$ cat config.mk
export PLATFORM = sky130hd
export DESIGN_NAME = acquisition_scan_sequencer
export DESIGN_NICKNAME = d
export VERILOG_FILES = /design/src/logic/acq_pkg.sv /design/src/logic/acquisition_scan_sequencer.sv /design/src/logic/dev_bus_master.sv /design/src/logic/setup_entry_mem.sv
export VERILOG_INCLUDE_DIRS = /design/src /design/src/logic
export SDC_FILE = /design/constraint.sdc
export NUM_CORES = 1
export LEC_CHECK = 0
export ABC_AREA = 1
export BUFFER_PORTS_ARGS = -buffer_cell sky130_fd_sc_hd__buf_2
export CAP_MARGIN = 20
export CORE_MARGIN = 5
export CORE_UTILIZATION = 55
export DETAILED_ROUTE_END_ITERATION = 8
export PLACE_DENSITY = 0.73
export SLEW_MARGIN = 25
export SYNTH_ARGS = -nofsm -noshare
export SYNTH_HDL_FRONTEND = slang
export SYNTH_SLANG_ARGS = --single-unit
$ cat constraint.sdc
create_clock -name clk_sys -period 2 [get_ports clk_sys]
set_input_delay 0.1 -clock clk_sys [delete_from_list [all_inputs] [get_ports clk_sys]]
set_output_delay 0.1 -clock clk_sys [all_outputs]
set_load 0.005 [all_outputs]
$ cat src/logic/acq_map.svh
// offsets, field positions, reset values and command words of the scan sequencer controller
`ifndef ACQ_MAP_SVH
`define ACQ_MAP_SVH
// software register offsets (apb, one word each)
`define REG_CMD 8'h00
`define REG_CFG 8'h04
`define REG_IV 8'h08
`define REG_CNT 8'h0c
`define REG_ENTRY 8'h10
`define REG_STATUS 8'h14
// command register bits
`define CMD_CLEAR 0
`define CMD_LOAD 1
`define CMD_PROG 2
`define CMD_START 3
// configuration register fields
`define CFG_ACQ 0
`define CFG_SEQ 1
`define CFG_DIV 2
`define CFG_EXT 3
`define CFG_TB_LO 4
`define CFG_TB_HI 6
// status register bits
`define ST_BUSY 0
`define ST_DONE 1
`define ST_REF 2
`define ST_BAD 3
// reset values
`define CFG_RST 7'h00
`define IV_RST 17'h00002
`define CNT_RST 4'h0
// device register offsets
`define DEV_ACQ_CLR 8'h00
`define DEV_ACQ_START 8'h02
`define DEV_SETUP_WIN 8'h04
`define DEV_SETUP_LD 8'h06
`define DEV_SETUP_CLR 8'h08
`define DEV_CMD1 8'h0a
`define DEV_CTR_DATA 8'h0c
`define DEV_CTR_CMD 8'h0e
// device command word 1 bits
`define DCMD_ACQ 0
`define DCMD_SEQ 1
`define DCMD_DIV 2
// interval counter command and data words
`define CNT_SEL_MODE3 16'hff03
`define CNT_SEL_LOAD3 16'hff0b
`define CNT_LOAD3 16'hff44
`define CNT_STEP3 16'hfff3
`define CNT_ARM3 16'hff24
`define CNT_DISARM3 16'hffc4
`define IV_PRELOAD 16'h0002
`define IV_MIN 17'h00002
`define IV_MAX 17'h10000
// timebase mode words
`define MODE_5MHZ 16'h8225
`define MODE_1MHZ 16'h8b25
`define MODE_100KHZ 16'h8c25
`define MODE_10KHZ 16'h8d25
`define MODE_1KHZ 16'h8e25
`define MODE_100HZ 16'h8f25
`define MODE_EXT 16'h8525
`define TB_LAST 3'h6
// setup entry end marker position
`define ENT_MARK_BIT 15
`endif

$ cat src/logic/acq_pkg.sv
// types of the scan sequencer controller
`default_nettype none
package acq_pkg;
   typedef enum logic [1:0] {S_IDLE, S_FETCH, S_ISSUE, S_WAIT} seq_st_t;
   typedef enum logic [1:0] {OP_CLEAR, OP_LOAD, OP_PROG, OP_START} op_t;
   typedef struct packed {
      seq_st_t st;
      op_t op;
      logic [2:0] step;
      logic [3:0] idx;
      logic [3:0] cnt_m1;
      logic acq_en;
      logic seq_en;
      logic div_adv;
      logic ext_paced;
      logic [2:0] tb_sel;
      logic [16:0] interval;
      logic done;
      logic refused;
      logic bad_iv;
      logic [31:0] prdata;
   } ctl_t;
   typedef struct packed {
      logic busy;
      logic penable;
      logic [7:0] addr;
      logic [15:0] data;
   } mst_t;
endpackage : acq_pkg
`default_nettype wire

$ cat src/logic/acquisition_scan_sequencer.sv
// host controller that programs the acquisition board over its register bus
//
// How it works
// - a start command always strobes clear before starting conversions
// - one setup word per entry is written to the window, then load is strobed
// - setup clear is strobed before any setup entry is written
// - final entry carries the end marker; board wraps back to entry zero
// - load is clear, entries 0 to n-1 with marker on last, then load
// - mode word picks the timebase: six internal rates or external input
// - externally paced mode disarms the interval counter, pins go idle
// - counter programming: mode, load 2, load, step, interval, arm
// - interval 2 to ffff written as is, 10000 written as 0
// - every counter programming write is a 16-bit bus write
`timescale 1ns/100ps
`default_nettype none
`include "acq_map.svh"
module acquisition_scan_sequencer
   import acq_pkg::*;
(
   input wire logic clk_sys,
   input wire logic sys_rst,
   input wire logic psel,
   input wire logic penable,
   input wire logic pwrite,
   input wire logic [7:0] paddr,
   input wire logic [31:0] pwdata,
   output logic [31:0] prdata,
   output logic pready,
   output logic pslverr,
   output logic dev_psel,
   output logic dev_penable,
   output logic dev_pwrite,
   output logic [7:0] dev_paddr,
   output logic [31:0] dev_pwdata,
   input wire logic dev_pready
);
   localparam ctl_t CTL_RST = '{
      st: S_IDLE,
      op: OP_CLEAR,
      step: 3'h0,
      idx: 4'h0,
      cnt_m1: `CNT_RST,
      acq_en: 1'(`CFG_RST >> `CFG_ACQ),
      seq_en: 1'(`CFG_RST >> `CFG_SEQ),
      div_adv: 1'(`CFG_RST >> `CFG_DIV),
      ext_paced: 1'(`CFG_RST >> `CFG_EXT),
      tb_sel: 3'(`CFG_RST >> `CFG_TB_LO),
      interval: `IV_RST,
      done: 1'b0,
      refused: 1'b0,
      bad_iv: 1'b0,
      prdata: 32'h0000_0000
   };

   ctl_t r;
   ctl_t n;
   logic wr_en;
   logic busy;
   logic acc;
   op_t new_op;
   logic cmd_hit;
   logic cfg_hit;
   logic mem_we;
   logic [14:0] ent;
   logic w_last;
   logic [7:0] m_addr;
   logic [15:0] m_data;
   logic m_req;
   logic m_done;

   // timebase selector to counter mode word
   function automatic logic [15:0] mode_word(input logic [2:0] sel);
      logic [15:0] w;
      w = `MODE_5MHZ;
      unique case (sel)
         3'h0: w = `MODE_5MHZ;
         3'h1: w = `MODE_1MHZ;
         3'h2: w = `MODE_100KHZ;
         3'h3: w = `MODE_10KHZ;
         3'h4: w = `MODE_1KHZ;
         3'h5: w = `MODE_100HZ;
         default: w = `MODE_EXT;
      endcase
      return w;
   endfunction : mode_word

   // interval of 65536 is carried as zero in the 16-bit load value
   function automatic logic [15:0] iv_enc(input logic [16:0] iv);
      return (iv == `IV_MAX) ? 16'h0000 : iv[15:0];
   endfunction : iv_enc

   function automatic logic prog_ok(input ctl_t c);
      return c.ext_paced ||
         (c.interval >= `IV_MIN && c.interval <= `IV_MAX && c.tb_sel <= `TB_LAST);
   endfunction : prog_ok

   function automatic logic is_mapped(input logic [7:0] a);
      return a == `REG_CMD || a == `REG_CFG || a == `REG_IV || a == `REG_CNT ||
         a == `REG_ENTRY || a == `REG_STATUS;
   endfunction : is_mapped

   // current device write of the running operation: {last, address, data}
   function automatic logic [24:0] step_word(input ctl_t c, input logic [14:0] e);
      logic [24:0] w;
      w = {1'b1, `DEV_ACQ_CLR, 16'h0000};
      unique case (c.op)
         OP_CLEAR: w = {1'b1, `DEV_ACQ_CLR, 16'h0000};
         OP_LOAD: begin
            unique case (c.step)
               3'h0: w = {1'b0, `DEV_SETUP_CLR, 16'h0000};
               3'h1: w = {1'b0, `DEV_SETUP_WIN, c.idx == c.cnt_m1, e};
               default: w = {1'b1, `DEV_SETUP_LD, 16'h0000};
            endcase
         end
         OP_PROG: begin
            if (c.ext_paced) begin
               w = {1'b1, `DEV_CTR_CMD, `CNT_DISARM3};
            end else begin
               unique case (c.step)
                  3'h0: w = {1'b0, `DEV_CTR_CMD, `CNT_SEL_MODE3};
                  3'h1: w = {1'b0, `DEV_CTR_DATA, mode_word(c.tb_sel)};
                  3'h2: w = {1'b0, `DEV_CTR_CMD, `CNT_SEL_LOAD3};
                  3'h3: w = {1'b0, `DEV_CTR_DATA, `IV_PRELOAD};
                  3'h4: w = {1'b0, `DEV_CTR_CMD, `CNT_LOAD3};
                  3'h5: w = {1'b0, `DEV_CTR_CMD, `CNT_STEP3};
                  3'h6: w = {1'b0, `DEV_CTR_DATA, iv_enc(c.interval)};
                  3'h7: w = {1'b1, `DEV_CTR_CMD, `CNT_ARM3};
               endcase
            end
         end
         OP_START: begin
            unique case (c.step)
               3'h0: w = {1'b0, `DEV_ACQ_CLR, 16'h0000};
               3'h1: w = {1'b0, `DEV_CMD1, 13'h0000, c.div_adv, c.seq_en, c.acq_en};
               default: w = {1'b1, `DEV_ACQ_START, 16'h0000};
            endcase
         end
      endcase
      return w;
   endfunction : step_word

   setup_entry_mem u_mem (
      .clk_sys(clk_sys),
      .we(mem_we),
      .waddr(pwdata[19:16]),
      .wdata(pwdata[14:0]),
      .raddr(r.idx),
      .rdata(ent)
   );

   dev_bus_master u_mst (
      .clk_sys(clk_sys),
      .sys_rst(sys_rst),
      .req(m_req),
      .req_addr(m_addr),
      .req_data(m_data),
      .done(m_done),
      .dev_psel(dev_psel),
      .dev_penable(dev_penable),
      .dev_pwrite(dev_pwrite),
      .dev_paddr(dev_paddr),
      .dev_pwdata(dev_pwdata),
      .dev_pready(dev_pready)
   );

   assign pready = 1'b1;
   assign pslverr = psel && penable && !is_mapped(paddr);
   assign prdata = r.prdata;
   assign {w_last, m_addr, m_data} = step_word(r, ent);

   // decode of software writes
   always_comb begin
      wr_en = psel && penable && pwrite;
      busy = r.st != S_IDLE;
      cmd_hit = wr_en && paddr == `REG_CMD && pwdata[3:0] != 4'h0;
      cfg_hit = wr_en && (paddr == `REG_CFG || paddr == `REG_IV || paddr == `REG_CNT);
      mem_we = wr_en && paddr == `REG_ENTRY;
      if (pwdata[`CMD_CLEAR]) begin
         new_op = OP_CLEAR;
      end else if (pwdata[`CMD_LOAD]) begin
         new_op = OP_LOAD;
      end else if (pwdata[`CMD_PROG]) begin
         new_op = OP_PROG;
      end else begin
         new_op = OP_START;
      end
      acc = cmd_hit && !busy && !(new_op == OP_PROG && !prog_ok(r));
   end

   always_comb begin
      n = r;
      m_req = 1'b0;
      // settings are frozen while an operation runs
      if (cfg_hit && !busy) begin
         if (paddr == `REG_CFG) begin
            n.acq_en = pwdata[`CFG_ACQ];
            n.seq_en = pwdata[`CFG_SEQ];
            n.div_adv = pwdata[`CFG_DIV];
            n.ext_paced = pwdata[`CFG_EXT];
            n.tb_sel = pwdata[`CFG_TB_HI:`CFG_TB_LO];
         end else if (paddr == `REG_IV) begin
            n.interval = pwdata[16:0];
         end else begin
            n.cnt_m1 = pwdata[3:0];
         end
      end
      // write one to clear; a set in the same cycle wins
      if (wr_en && paddr == `REG_STATUS) begin
         n.done = r.done && !pwdata[`ST_DONE];
         n.refused = r.refused && !pwdata[`ST_REF];
         n.bad_iv = r.bad_iv && !pwdata[`ST_BAD];
      end
      if ((cmd_hit || cfg_hit) && busy) begin
         n.refused = 1'b1;
      end
      if (cmd_hit && !busy && new_op == OP_PROG && !prog_ok(r)) begin
         n.bad_iv = 1'b1;
      end
      unique case (r.st)
         S_IDLE: begin
            if (acc) begin
               n.st = S_FETCH;
               n.op = new_op;
               n.step = 3'h0;
               n.idx = 4'h0;
            end
         end
         S_FETCH: n.st = S_ISSUE;
         S_ISSUE: begin
            m_req = 1'b1;
            n.st = S_WAIT;
         end
         S_WAIT: begin
            if (m_done) begin
               if (w_last) begin
                  n.st = S_IDLE;
                  n.done = 1'b1;
               end else begin
                  n.st = S_FETCH;
                  if (r.op == OP_LOAD && r.step == 3'h1) begin
                     // entries go to consecutive locations 0 .. n-1
                     if (r.idx == r.cnt_m1) begin
                        n.step = 3'h2;
                     end else begin
                        n.idx = r.idx + 4'h1;
                     end
                  end else begin
                     n.step = r.step + 3'h1;
                  end
               end
            end
         end
      endcase
      // read data captured in the setup phase
      if (psel && !penable) begin
         n.prdata = 32'h0000_0000;
         unique case (paddr)
            `REG_CFG: n.prdata = {25'h0, r.tb_sel, r.ext_paced, r.div_adv, r.seq_en, r.acq_en};
            `REG_IV: n.prdata = {15'h0, r.interval};
            `REG_CNT: n.prdata = {28'h0, r.cnt_m1};
            `REG_STATUS: n.prdata = {28'h0, r.bad_iv, r.refused, r.done, busy};
            default: n.prdata = 32'h0000_0000;
         endcase
      end
   end

   always_ff @(posedge clk_sys) begin
      if (sys_rst) begin
         r <= CTL_RST;
      end else begin
         r <= n;
      end
   end
endmodule : acquisition_scan_sequencer
`default_nettype wire

$ cat src/logic/dev_bus_master.sv
// write-only apb master toward the board's registers, 16-bit data
`timescale 1ns/100ps
`default_nettype none
module dev_bus_master
   import acq_pkg::*;
(
   input wire logic clk_sys,
   input wire logic sys_rst,
   input wire logic req,
   input wire logic [7:0] req_addr,
   input wire logic [15:0] req_data,
   output logic done,
   output logic dev_psel,
   output logic dev_penable,
   output logic dev_pwrite,
   output logic [7:0] dev_paddr,
   output logic [31:0] dev_pwdata,
   input wire logic dev_pready
);
   mst_t r;
   mst_t n;

   always_comb begin
      n = r;
      done = r.busy && r.penable && dev_pready;
      if (!r.busy && req) begin
         n.busy = 1'b1;
         n.addr = req_addr;
         n.data = req_data;
      end else if (r.busy && !r.penable) begin
         n.penable = 1'b1;
      end else if (done) begin
         n.busy = 1'b0;
         n.penable = 1'b0;
      end
   end

   always_ff @(posedge clk_sys) begin
      if (sys_rst) begin
         r <= '0;
      end else begin
         r <= n;
      end
   end

   assign dev_psel = r.busy;
   assign dev_penable = r.penable;
   assign dev_pwrite = 1'b1;
   assign dev_paddr = r.addr;
   assign dev_pwdata = {16'h0000, r.data};
endmodule : dev_bus_master
`default_nettype wire

$ cat src/logic/setup_entry_mem.sv
// sixteen-entry store of channel setup words with registered read
`timescale 1ns/100ps
`default_nettype none
module setup_entry_mem (
   input wire logic clk_sys,
   input wire logic we,
   input wire logic [3:0] waddr,
   input wire logic [14:0] wdata,
   input wire logic [3:0] raddr,
   output logic [14:0] rdata
);
   logic [14:0] mem [16];
   logic [14:0] rdata_r;

   always_ff @(posedge clk_sys) begin
      if (we) begin
         mem[waddr] <= wdata;
      end
      rdata_r <= mem[raddr];
   end

   assign rdata = rdata_r;
endmodule : setup_entry_mem
`default_nettype wire

# [Word level (Yosys, flattened, before mapping)]
# Memory sizes are Yosys's and may differ from the RTL's. A register that Yosys moved wholly into a read port is not among the register bits.
# Index checks and enable logic that the tools add are counted.
[word_totals] out_inout_bits=77 mem_bits_rw=240 input_bits=46 word_cells=162 register_bits=100 mem_count=1
[memory_table] name="u_mem.mem" depth=16 word_bits=15 rd=1 rd_clocked_by_memory_dff=1 wr=1 line_no="setup_entry_mem.sv:12" rtl="logic [14:0] mem [16];"
[classes] n_reduce_logical=66 eq_ne=33 n_addsub=2 n_mux=35 order_cmp=3 n_bitwise=3
[op_table] op="25-bit case mux with 8 select lines" count=1
[op_table] op="25-bit case mux with 2 select lines" count=2
[op_table] op="25-bit case mux with 4 select lines" count=1
[op_table] op="12-bit case mux with 6 select lines" count=1
[op_table] op="17-bit case mux with 4 select lines" count=1
[op_table] op="1-bit logical AND" count=26
[op_table] op="25-bit 2-to-1 mux" count=1
[op_table] op="3-bit equality test, second input constant" count=6
[op_table] op="17-bit equality test, second input constant" count=1
[op_table] op="17-bit by 2-bit >= comparator with 1-bit output, second input constant" count=1
[op_table] op="17-bit <= comparator, second input constant" count=1
[op_table] op="8-bit by 4-bit equality test with 1-bit output, second input constant" count=2
[op_table] op="8-bit by 5-bit equality test with 1-bit output, second input constant" count=2
[op_table] op="16-bit 2-to-1 mux" count=1
[op_table] op="7-bit 2-to-1 mux" count=2
[op_table] op="7-bit case mux with 2 select lines" count=1
[op_table] op="1-bit 2-to-1 mux" count=13
[op_table] op="3-bit by 2-bit equality test with 1-bit output, second input constant" count=4
[op_table] op="2-bit nonzero test" count=6
[op_table] op="11-bit 2-to-1 mux" count=1
[op_table] op="2-bit equality test, second input constant" count=5
[op_table] op="1-bit logical NOT" count=10
[op_table] op="2-bit != test, second input constant" count=5
[op_table] op="2-bit AND reduction" count=5
[op_table] op="22 further kinds" count=43

# [Depth between registers and ports, before layout]
# Gate-level depths: netlist of run 1.
[depth] ltp_word=10 depth_mapped=15 ltp_nobuf=15

# [By module]
# From an unflattened synthesis of run 1, not the netlist that was laid out.
[hier_totals] hier_cells=1770 area_unflattened_um2=15747.6
[by_module_without_submodules] module="setup_entry_mem" seq_area_each_um2=7507.2 cells_each=1009 n_inst=1 area_per_inst_um2=10611.4
[by_module_without_submodules] module="acquisition_scan_sequencer" seq_area_each_um2=1181.1 cells_each=576 n_inst=1 area_per_inst_um2=3861.2
[by_module_without_submodules] module="dev_bus_master" seq_area_each_um2=520.5 cells_each=185 n_inst=1 area_per_inst_um2=1275.0

# [Least setup slack after synthesis of run 1]
# No wires, ideal clock.
[synth_timing] path_type="input -> register" startpoint="input paddr[5]" endpoint="memory u_mem.mem[0][0], enable pin" arrival_time_ns=1.410 path_buffers=0 stages=7 setup_slack_ns=0.203 cell_sequence="nor2_1 > nand2_2 > nor2_1 > nand3b_1 > nor2_1 > nand2_1 > nor2_1"
[synth_via] elab_chain_cells=4
[synth_rtl] item="start: declaration" line_no="acquisition_scan_sequencer.sv:25" rtl="input wire logic [7:0] paddr,"
[synth_rtl] item="8-bit by 5-bit equality test with 1-bit output (no source line)"
[synth_rtl] item="1-bit logical AND (no source line)"
[synth_rtl] item="1-bit 2-to-1 mux" line_no="setup_entry_mem.sv:16" rtl="if (we) begin"
[synth_rtl] item="1-bit 2-to-1 mux (implied by the code)" line_no="setup_entry_mem.sv:17" rtl="mem[waddr] <= wdata;"
[synth_rtl] item="end: declaration" line_no="setup_entry_mem.sv:12"
# No other way between the ends.

# [Worst setup path in the final report of run 1]
[layout_timing] startpoint="register r[67] (netlist bit)" endpoint="register u_mst.r (netlist bit u_mst.dev_paddr[1])"
[layout_via] elab_chain_cells=4 elab_cells_between_ends=13 classes_between="7 x eq/ne; 5 x mux; 1 x reduce/logical"
[layout_rtl] item="start: declaration" line_no="acquisition_scan_sequencer.sv:55" rtl="ctl_t r;"
[layout_rtl] item="start signal: assignment" line_no="acquisition_scan_sequencer.sv:271" rtl="r <= n;"
[layout_rtl] item="3-bit equality test, or another cell as far along" line_no="acquisition_scan_sequencer.sv:119" rtl="unique case (c.step)"
[layout_rtl] item="25-bit case mux with 8 select lines" line_no="acquisition_scan_sequencer.sv:119"
[layout_rtl] item="25-bit 2-to-1 mux" line_no="acquisition_scan_sequencer.sv:116" rtl="if (c.ext_paced) begin"
[layout_rtl] item="25-bit case mux with 4 select lines (*)" line_no="acquisition_scan_sequencer.sv:106" rtl="unique case (c.op)"
[layout_rtl] item="end signal: assignment" line_no="dev_bus_master.sv:42" rtl="r <= n;"
[layout_rtl] item="end: declaration" line_no="dev_bus_master.sv:20" rtl="mst_t r;"
# Every way passes the cells marked *; elsewhere a longest branch is shown, timed or not. The select of a mux whose other input is x is not followed.
# A chain may end at the register's enable or synchronous reset.

==> Implementation_results.wiki, run 1 <==
{| class="wikitable"
! Metric !! Value
|-
| Height of the chip || 172 microns
|-
| RD Place Congestion || 0.957
|-
| Area Overhead vs Synth || 15.3%
|-
| Crit path required time || 2.39 ns
|-
| Share of post-route cells with drive strength above 1 || 15.7%
|-
| Top fanout value on the critical path || 5
|-
| Avg Cell Area, Syn || 10.9 sq um
|-
| Count of buffers inserted at the top-level ports || 72
|-
| Clock latency of the later-clocked register in the worst-skew pair || 0.51 ns
|-
| Power per cell area || 1040 nW/um^2
|-
| Compound-Gate Fraction of Synth Area || 14.2%
|-
| Critical Path Start Type || flip-flop
|-
| Initial DRC count || 961
|-
| Portion of the post-synthesis area used by sequential elements || 62.9%
|-
| Sum of net half-perimeters after detailed placement || 23.7 mm
|-
| Width of the die || 172 microns
|-
| Combinational family with the most area after synthesis || compound AO/OA/AOI/OAI gates
|-
| Most common library cell in the layout ignoring fill and taps || edfxtp_1
|-
| Die ar. || 29700 sq um
|-
| Global-route usage over all layers || 23.3%
|-
| Post-synth top flop || edfxtp_1
|-
| Final hold violation count || 0
|-
| Endpoint type of the worst setup path || flip-flop
|-
| DRC viols || 0
|-
| Count of max-cap constraint violations || 0
|-
| Achievable clock frequency || 0.547 GHz
|-
| Fraction of synthesized cell area in xor and xnor cells || 0.363%
|-
| Multiplexer share of the synthesized area || 4.14%
|-
| Arrival time at the worst endpoint || 2.22 ns
|-
| Master cell of the clock root buffer || clkbuf_16
|-
| Total wire length after detailed routing || 34.9 mm
|-
| Clock sink count || 335
|-
| Final Critical Period || 1.83 ns
|-
| Maximum resistive drop on vdd || 809 uV
|-
| Synth Cell Area || 14500 sq um
|-
| Worst clock skew on the final layout || 0.0180 ns
|-
| Cell Rows || 59
|-
| Slew of the pin with the lowest slew margin || 0.642 ns
|-
| Global route total overflow || 0
|-
| Crit Path Category || reg -> reg
|-
| Run status || completed
|-
| Setup-failing EPs final || 0
|-
| Clock transition at the registers of the reported paths || 0.06 ns
|-
| Vias in the first global route || 9590
|-
| Yosys warns || 0
|-
| Per-cell via count in the routed design || 5.60
|-
| Maximum buffer depth of the clock tree || 3
|-
| Drt first pass iters || 5
|-
| Clock tree from TritonCTS || built
|-
| Post-synthesis share of cell area spent on full adders, half adders and majority gates || 1.30%
|-
| Kind of path behind the tightest hold check || in -> reg
|-
| Number of flops mapped to enable cells by yosys || 240
|-
| Setup TNS || 0 ns
|-
| Standby leakage power || 6.09 nW
|-
| Initial antenna violation count || 0
|-
| Antenna fix cells || 0
|-
| Final core utilization || 64.3%
|-
| Commonest non-fill, non-tap cells in the layout || 240 x edfxtp_1, 162 x nand2_1, 136 x a21oi_1, 128 x o21ai_0, 118 x inv_1
|-
| Asr flop ratio synth || 0%
|-
| Number of distinct library cells after synthesis || 46
|-
| Maximum number of pins on one net before global-route repair || 49
|-
| Slew headroom || 57.1%
|-
| Final count of pins violating max slew || 0
|-
| Final period utilization || 91.5%
|-
| Net count reported at finish || 1503
|-
| Post-Syn Instances || 1328
|-
| Number of buffers inserted during clock tree synthesis || 35
|-
| Area of the core || 26000 sq um
|-
| Via count || 10.1k
|-
| RSZ-0062 raised after global routing || no
|-
| Antenna violation net count after detailed routing || 0
|-
| Maximum level of the CTS H-tree || 2
|-
| Average wire per cell in the routed design || 19.3 microns
|-
| Number of primary I/O pins || 123
|-
| Starting Density || 55.8%
|-
| Flip-flop and latch count after synthesis || 335
|-
| Global-route wire length before repair || 53.1 mm
|-
| Fraction of the mapped netlist area in simple logic gates || 8.89%
|}
==> worst max-delay path: stages, from the launching register on <==
cell,delay (ns)
dfxtp_2,0.34
ha_1,0.22
ha_1,0.24
nor3_1,0.24
nand3_2,0.17
nand2_1,0.21
o221ai_1,0.15
nand2_1,0.08
a21oi_1,0.06
==> cell type report <==
| type | count | area (sq um) |
|---|---|---|
| fill | 2035 | 9280 |
| sequential | 335 | 9110 |
| multi-input combinational | 781 | 4350 |
| timing repair buffer | 161 | 1220 |
| clock buffer | 48 | 956 |
| inverter | 128 | 482 |
| tap | 335 | 419 |
| clock inverter | 16 | 169 |
==> metal layers <==
layer,wire length [microns],global-route usage (%),vias up
met5,0,0,-
li1,-,-,4812
met2,16500,38.1,403
met4,1070,7.48,0
met3,2800,4.34,63
met1,14500,31.9,4830
==> synth_stat cells (2+ instances only) <==
| cell | instances | area share [%] |
|---|---|---|
| mux2i_1 | 60 | 4.1 |
| nand4_1 | 7 | 0.30 |
| o21ai_1 | 16 | 0.55 |
| nand3_1 | 31 | 1.1 |
| o22ai_1 | 6 | 0.26 |
| ha_1 | 15 | 1.3 |
| nor2_4 | 3 | 0.23 |
| inv_1 | 118 | 3.1 |
| clkinv_1 | 3 | 0.078 |
| inv_2 | 6 | 0.16 |
| nor2_1 | 71 | 1.8 |
| o2111ai_1 | 2 | 0.12 |
| xor2_1 | 5 | 0.30 |
| o211ai_1 | 68 | 3.5 |
| nor2_2 | 4 | 0.17 |
| nand2_1 | 162 | 4.2 |
| nand3_4 | 2 | 0.24 |
| a32o_1 | 2 | 0.14 |
| o221ai_1 | 2 | 0.12 |
| nand2_2 | 4 | 0.17 |
| dfxtp_1 | 95 | 13 |
| buf_2 | 20 | 0.69 |
| o21ai_0 | 128 | 4.4 |
| buf_4 | 60 | 3.1 |
| conb_1 | 2 | 0.052 |
| edfxtp_1 | 240 | 50 |
| nand2_4 | 2 | 0.16 |
| nor3_1 | 3 | 0.10 |
| clkbuf_1 | 34 | 0.88 |
| buf_1 | 6 | 0.16 |
| a21oi_1 | 136 | 4.7 |
==> sequential cells by signal, indices dropped and copies added, names as in the netlist <==
| name | flops |
|---|---|
| prdata | 17 |
| r | 42 |
| u_mem.mem | 240 |
| u_mem.rdata | 15 |
| u_mst.dev_paddr | 3 |
| u_mst.dev_penable | 1 |
| u_mst.dev_psel | 1 |
| u_mst.dev_pwdata | 16 |
==> report_power, final <==
group | total (mW) | leakage, nW | internal (mW) | switching (mW)
logic | 3.28 | 2.61 | 1.13 | 2.14
registers | 7.81 | 2.93 | 7.63 | 0.184
clock network | 6.35 | 0.543 | 3.76 | 2.59
==> what timing repair did <==
item,4_1_cts,5_1_grt
buffers inserted,0,0
setup endpoints to repair,0,15
gates resized for setup,0,4
hold endpoints to repair,82,0
hold buffers,10,0
==> final timing paths <==
kind	from	end	slack [ns]	depth (start not counted)
worst max-delay path	r[67]$_SDFFE_PP0P_	u_mst.dev_paddr[1]$_SDFFE_PP0P_	0.17	8
worst min register to register	prdata[5]$_SDFFE_PP0P_	prdata[5]$_SDFFE_PP0P_	0.46	2
worst min-delay path	pwdata[9]	u_mem.mem[15][9]$_DFFE_PP_	0.02	1
worst max register to register	r[67]$_SDFFE_PP0P_	u_mst.dev_paddr[1]$_SDFFE_PP0P_	0.17	8
==> metrics by stage <==
| stage | hold WS [ns] | instances | area [sq um] | total power [mW] | setup slack, ns |
|---|---|---|---|---|---|
| 2_1_floorplan | 0.199 | 1364 | 14600 | 10.1 | 0.203 |
| 3_3_place_gp | 0.377 | 1730 | 15500 | 11.1 | 0.0806 |
| 3_5_place_dp | 0.395 | 1730 | 15500 | 11.1 | 0.0603 |
| 4_1_cts | 0.000555 | 1804 | 16700 | 17.5 | 0.0296 |
| 5_1_grt | 0.00505 | 1804 | 16700 | 18.3 | 0.0181 |
| 6_report | 0.0220 | 1804 | 16700 | 17.4 | 0.171 |
==> cells by family (layout without fill, tap and decap cells) <==
| group | after synthesis | after routing |
|---|---|---|
| muxes | 60 | 60 |
| adders and majority gates | 15 | 15 |
| and+or+nand+nor | 295 | 295 |
| xor gates and xnor gates | 6 | 6 |
| buffers and inverters | 248 | 353 |
| other | 2 | 38 |
| DFF | 335 | 335 |
| AOI/OAI and AO/OA | 367 | 367 |
Note: power is estimated with default switching activity, not from simulation.
==> run 2: changes to the inputs <==
--- a/config.mk
+++ b/config.mk
@@ -6,13 +6,12 @@
 export SDC_FILE = /design/constraint.sdc
 export NUM_CORES = 1
 export LEC_CHECK = 0
-export ABC_AREA = 1
 export BUFFER_PORTS_ARGS = -buffer_cell sky130_fd_sc_hd__buf_2
 export CAP_MARGIN = 20
 export CORE_MARGIN = 5
 export CORE_UTILIZATION = 55
 export DETAILED_ROUTE_END_ITERATION = 8
-export PLACE_DENSITY = 0.73
+export PLACE_DENSITY = 0.74
 export SLEW_MARGIN = 25
 export SYNTH_ARGS = -nofsm -noshare
 export SYNTH_HDL_FRONTEND = slang
==> Implementation_results.wiki, run 2 <==
{| class="wikitable"
! Metric !! Value
|-
| Clock latency of the later-clocked register in the worst-skew pair || 0.52 ns (about the same)
|-
| Post-synth top flop || edfxtp_1
|-
| Cell Rows || 58 (-1.7%)
|-
| Portion of the post-synthesis area used by sequential elements || 65.4% (+2.5 points)
|-
| Critical path, cell by cell || nor4_4 > nand4_1 > mux2i_2 > a311o_2 > or4_4 > a21oi_2
|-
| Total wire length after detailed routing || 33.7 mm (-3.3%)
|-
| Highest cell delay on the worst timing path || 0.54 ns (+0.20 ns)
|-
| Count of max-cap constraint violations || 0 (unchanged)
|-
| Yosys warns || 0 (unchanged)
|-
| Antenna violation net count after detailed routing || 0 (unchanged)
|-
| Net count reported at finish || 1185 (-21%)
|-
| Clock tree from TritonCTS || built
|-
| Slew of the pin with the lowest slew margin || 0.741 ns (+0.0987 ns)
|-
| Final design area excluding fillers || 17000 sq um (+1.7%)
|-
| Standby leakage power || 5.97 nW (-2.0%)
|-
| Total placed instance area || 15400 sq um (-0.15%)
|-
| Final hold violation count || 0 (unchanged)
|-
| Achievable clock frequency || 0.463 GHz (-15%)
|-
| Per-cell via count in the routed design || 5.91 (+5.5%)
|-
| Maximum number of pins on one net before global-route repair || 64 (+31%)
|-
| RD Place Congestion || 0.887 (-7.2%)
|-
| Starting Density || 55.6% (-0.14 points)
|-
| Kind of path behind the tightest hold check || in -> reg
|-
| Width of the die || 169 microns (-1.9%)
|-
| Global-route wire length before repair || 50.5 mm (-4.9%)
|-
| Avg Cell Area, Syn || 14.6 sq um (+34%)
|-
| Average wire per cell in the routed design || 22.8 microns (+18%)
|-
| Crit Path Category || reg -> reg
|-
| Buffers & Inverters on Critical Path || 0 (unchanged)
|-
| Multiplexer share of the synthesized area || 13.6% (+9.4 points)
|-
| Master cell of the clock root buffer || clkbuf_16
|-
| Commonest non-fill, non-tap cells in the layout || 240 x edfxtp_1, 92 x buf_4, 87 x dfxtp_1, 85 x nand2_1, 75 x mux4_2
|-
| Cells taking the most area after synthesis || edfxtp_1 52%, dfxtp_1 14%, mux4_2 12%
|-
| Combinational family with the most area after synthesis || multiplexers
|-
| Power per cell area || 827 nW/um^2 (-21%)
|-
| Most flops, register || u_mem.mem
|-
| Number of distinct library cells after synthesis || 60 (+30%)
|-
| Global route total overflow || 0 (unchanged)
|-
| Top fanout value on the critical path || 7 (+2)
|-
| Drt first pass iters || 7 (+2)
|-
| Final core utilization || 67.8% (+3.6 points)
|-
| Initial DRC count || 892 (-7.2%)
|-
| Number of buffers inserted during clock tree synthesis || 35 (unchanged)
|-
| Share of post-route cells with drive strength above 1 || 32.7% (+17 points)
|-
| Dominant cell by count in the synthesized netlist || edfxtp_1
|-
| Category of cells accounting for the largest share of critical-path delay || simple AND/OR/NAND/NOR gates
|-
| Most common library cell in the layout ignoring fill and taps || edfxtp_1
|-
| Final period utilization || 108% (+17 points)
|-
| Final count of pins violating max slew || 0 (unchanged)
|-
| Antenna fix cells || 0 (unchanged)
|-
| Height of the chip || 169 microns (-1.9%)
|-
| DRC viols || 0 (unchanged)
|-
| Compound-Gate Fraction of Synth Area || 6.33% (-7.9 points)
|-
| Crit path required time || 2.45 ns (+0.06 ns)
|-
| Clock transition at the registers of the reported paths || 0.06 ns (about the same)
|-
| Yosys top cell area share || 51.8% (+2.0 points)
|-
| Post-Syn Instances || 954 (-28%)
|-
| Fraction of synthesized cell area in xor and xnor cells || 0.252% (-0.11 points)
|-
| Slew headroom || 50.3% (-6.9 points)
|-
| Asr flop ratio synth || 0% (unchanged)
|-
| Endpoint type of the worst setup path || flip-flop
|-
| Count of buffers inserted at the top-level ports || 72 (unchanged)
|-
| Area Overhead vs Synth || 22.0%
|-
| Final worst setup slack || -0.160 ns (-0.331 ns)
|-
| Fraction of the mapped netlist area in simple logic gates || 8.26% (-0.64 points)
|-
| Library cell with the largest summed area after synthesis || edfxtp_1
|-
| Synth Cell Area || 13900 sq um (-3.9%)
|-
| Via count || 8758 (-13%)
|-
| Number of flops mapped to enable cells by yosys || 240 (unchanged)
|-
| Cell at the slowest stage of the critical path || or4_4
|-
| Vias in the first global route || 8712 (-9.2%)
|-
| RSZ-0062 raised after global routing || yes
|-
| Maximum level of the CTS H-tree || 2 (unchanged)
|-
| Number of primary I/O pins || 123 (unchanged)
|-
| Area of the core || 25000 sq um (-3.6%)
|-
| Post-synthesis share of cell area spent on full adders, half adders and majority gates || 1.35% (+0.052 points)
|-
| Arrival time at the worst endpoint || 2.61 ns (+0.39 ns)
|-
| Hold slack final || 0.0601 ns (+0.0381 ns)
|-
| Sum of net half-perimeters after detailed placement || 21.4 mm (-9.7%)
|-
| Setup-failing EPs final || 14 (+14)
|-
| Number of flip-flops under the largest register name || 240 (unchanged)
|-
| Worst clock skew on the final layout || 0.00942 ns (-0.00859 ns)
|-
| Most common library cells after synthesis || 240 x edfxtp_1, 95 x dfxtp_1, 86 x nand2_1
|-
| Maximum buffer depth of the clock tree || 3 (unchanged)
|-
| Final Critical Period || 2.16 ns (+0.331 ns)
|-
| Initial antenna violation count || 0 (unchanged)
|-
| Maximum resistive drop on vdd || 708 uV (-12%)
|-
| Critical Path Start Type || flip-flop
|-
| Run status || complete, but fails checks
|-
| Die ar. || 28600 sq um (-3.7%)
|-
| Failing checks || setup timing
|-
| Clock sink count || 335 (unchanged)
|-
| Flip-flop and latch count after synthesis || 335 (unchanged)
|-
| Global-route usage over all layers || 23.1% (-0.15 points)
|}
run 2: area by class of cell:
class,instances,area [sq um]
clock buffer,45,913
timing repair buffer,203,1660
sequential,335,9120
multi-input combinational,537,4630
fill,1673,8050
tap,330,413
clock inverter,19,199
inverter,12,45.0
run 2: layer usage:
layer	routed length [microns]	up-vias	share of wire [%]	GRT usage, %
met1	12900	4385	38	29.7
met3	2550	61	7.6	4.37
met5	0	-	0	0
met4	738	0	2.2	5.64
met2	17500	426	52	41.1
li1	-	3886	-	-
run 2: worst paths after layout:
path	startpoint	to	slack [ns]	depth (start not counted)
worst min register to register	u_mst.dev_pwdata[13]$_SDFFE_PP0P_	u_mst.dev_pwdata[13]$_SDFFE_PP0P_	0.46	2
worst max register to register	r[46]$_SDFFE_PP0P_	r[69]$_SDFFE_PP0P_	-0.16	6
worst max-delay path	r[46]$_SDFFE_PP0P_	r[69]$_SDFFE_PP0P_	-0.16	6
worst min-delay path	pwdata[3]	u_mem.mem[10][3]$_DFFE_PP_	0.06	2
run 2: logic make-up after synthesis:
group | Yosys count
flops | 335
simple gates | 245
compound gates | 140
buf+inv | 118
mux | 95
fa+ha+maj | 15
xor+xnor | 4
other cells | 2
run 2: worst register-to-register path, delay by kind of cell (launching register included):
family	cells	cell delay, ns
AOI/OAI and AO/OA	2	0.54
DFF	1	0.33
muxes	1	0.21
and+or+nand+nor	3	1.01
run 2: report_power, final:
group,total [mW],switching (mW),leakage (nW),internal [mW]
registers,7.43,0.00395,2.93,7.43
clock network,6.31,2.64,0.542,3.67
logic,0.300,0.214,2.50,0.0867
run 2: metrics by stage:
step / instances / setup TNS [ns] / total power, mW / setup WS [ns]
5_1_grt: 1481 / -2.02 / 14.5 / -0.225
3_5_place_dp: 1396 / -48.99 / 7.85 / -0.342
6_report: 1481 / -0.947 / 14.0 / -0.160
4_1_cts: 1479 / -1.04 / 14.1 / -0.151
2_1_floorplan: 990 / -26.24 / 7.74 / -0.198
3_3_place_gp: 1396 / -43.28 / 7.84 / -0.315
run 2: what timing repair did:
item,4_1_cts,5_1_grt
cloned,0,1
hold buffers,14,0
pin swaps,11,6
setup endpoints to repair,15,23
resized for setup,18,40
setup buffers,5,1
hold endpoints to repair,150,0
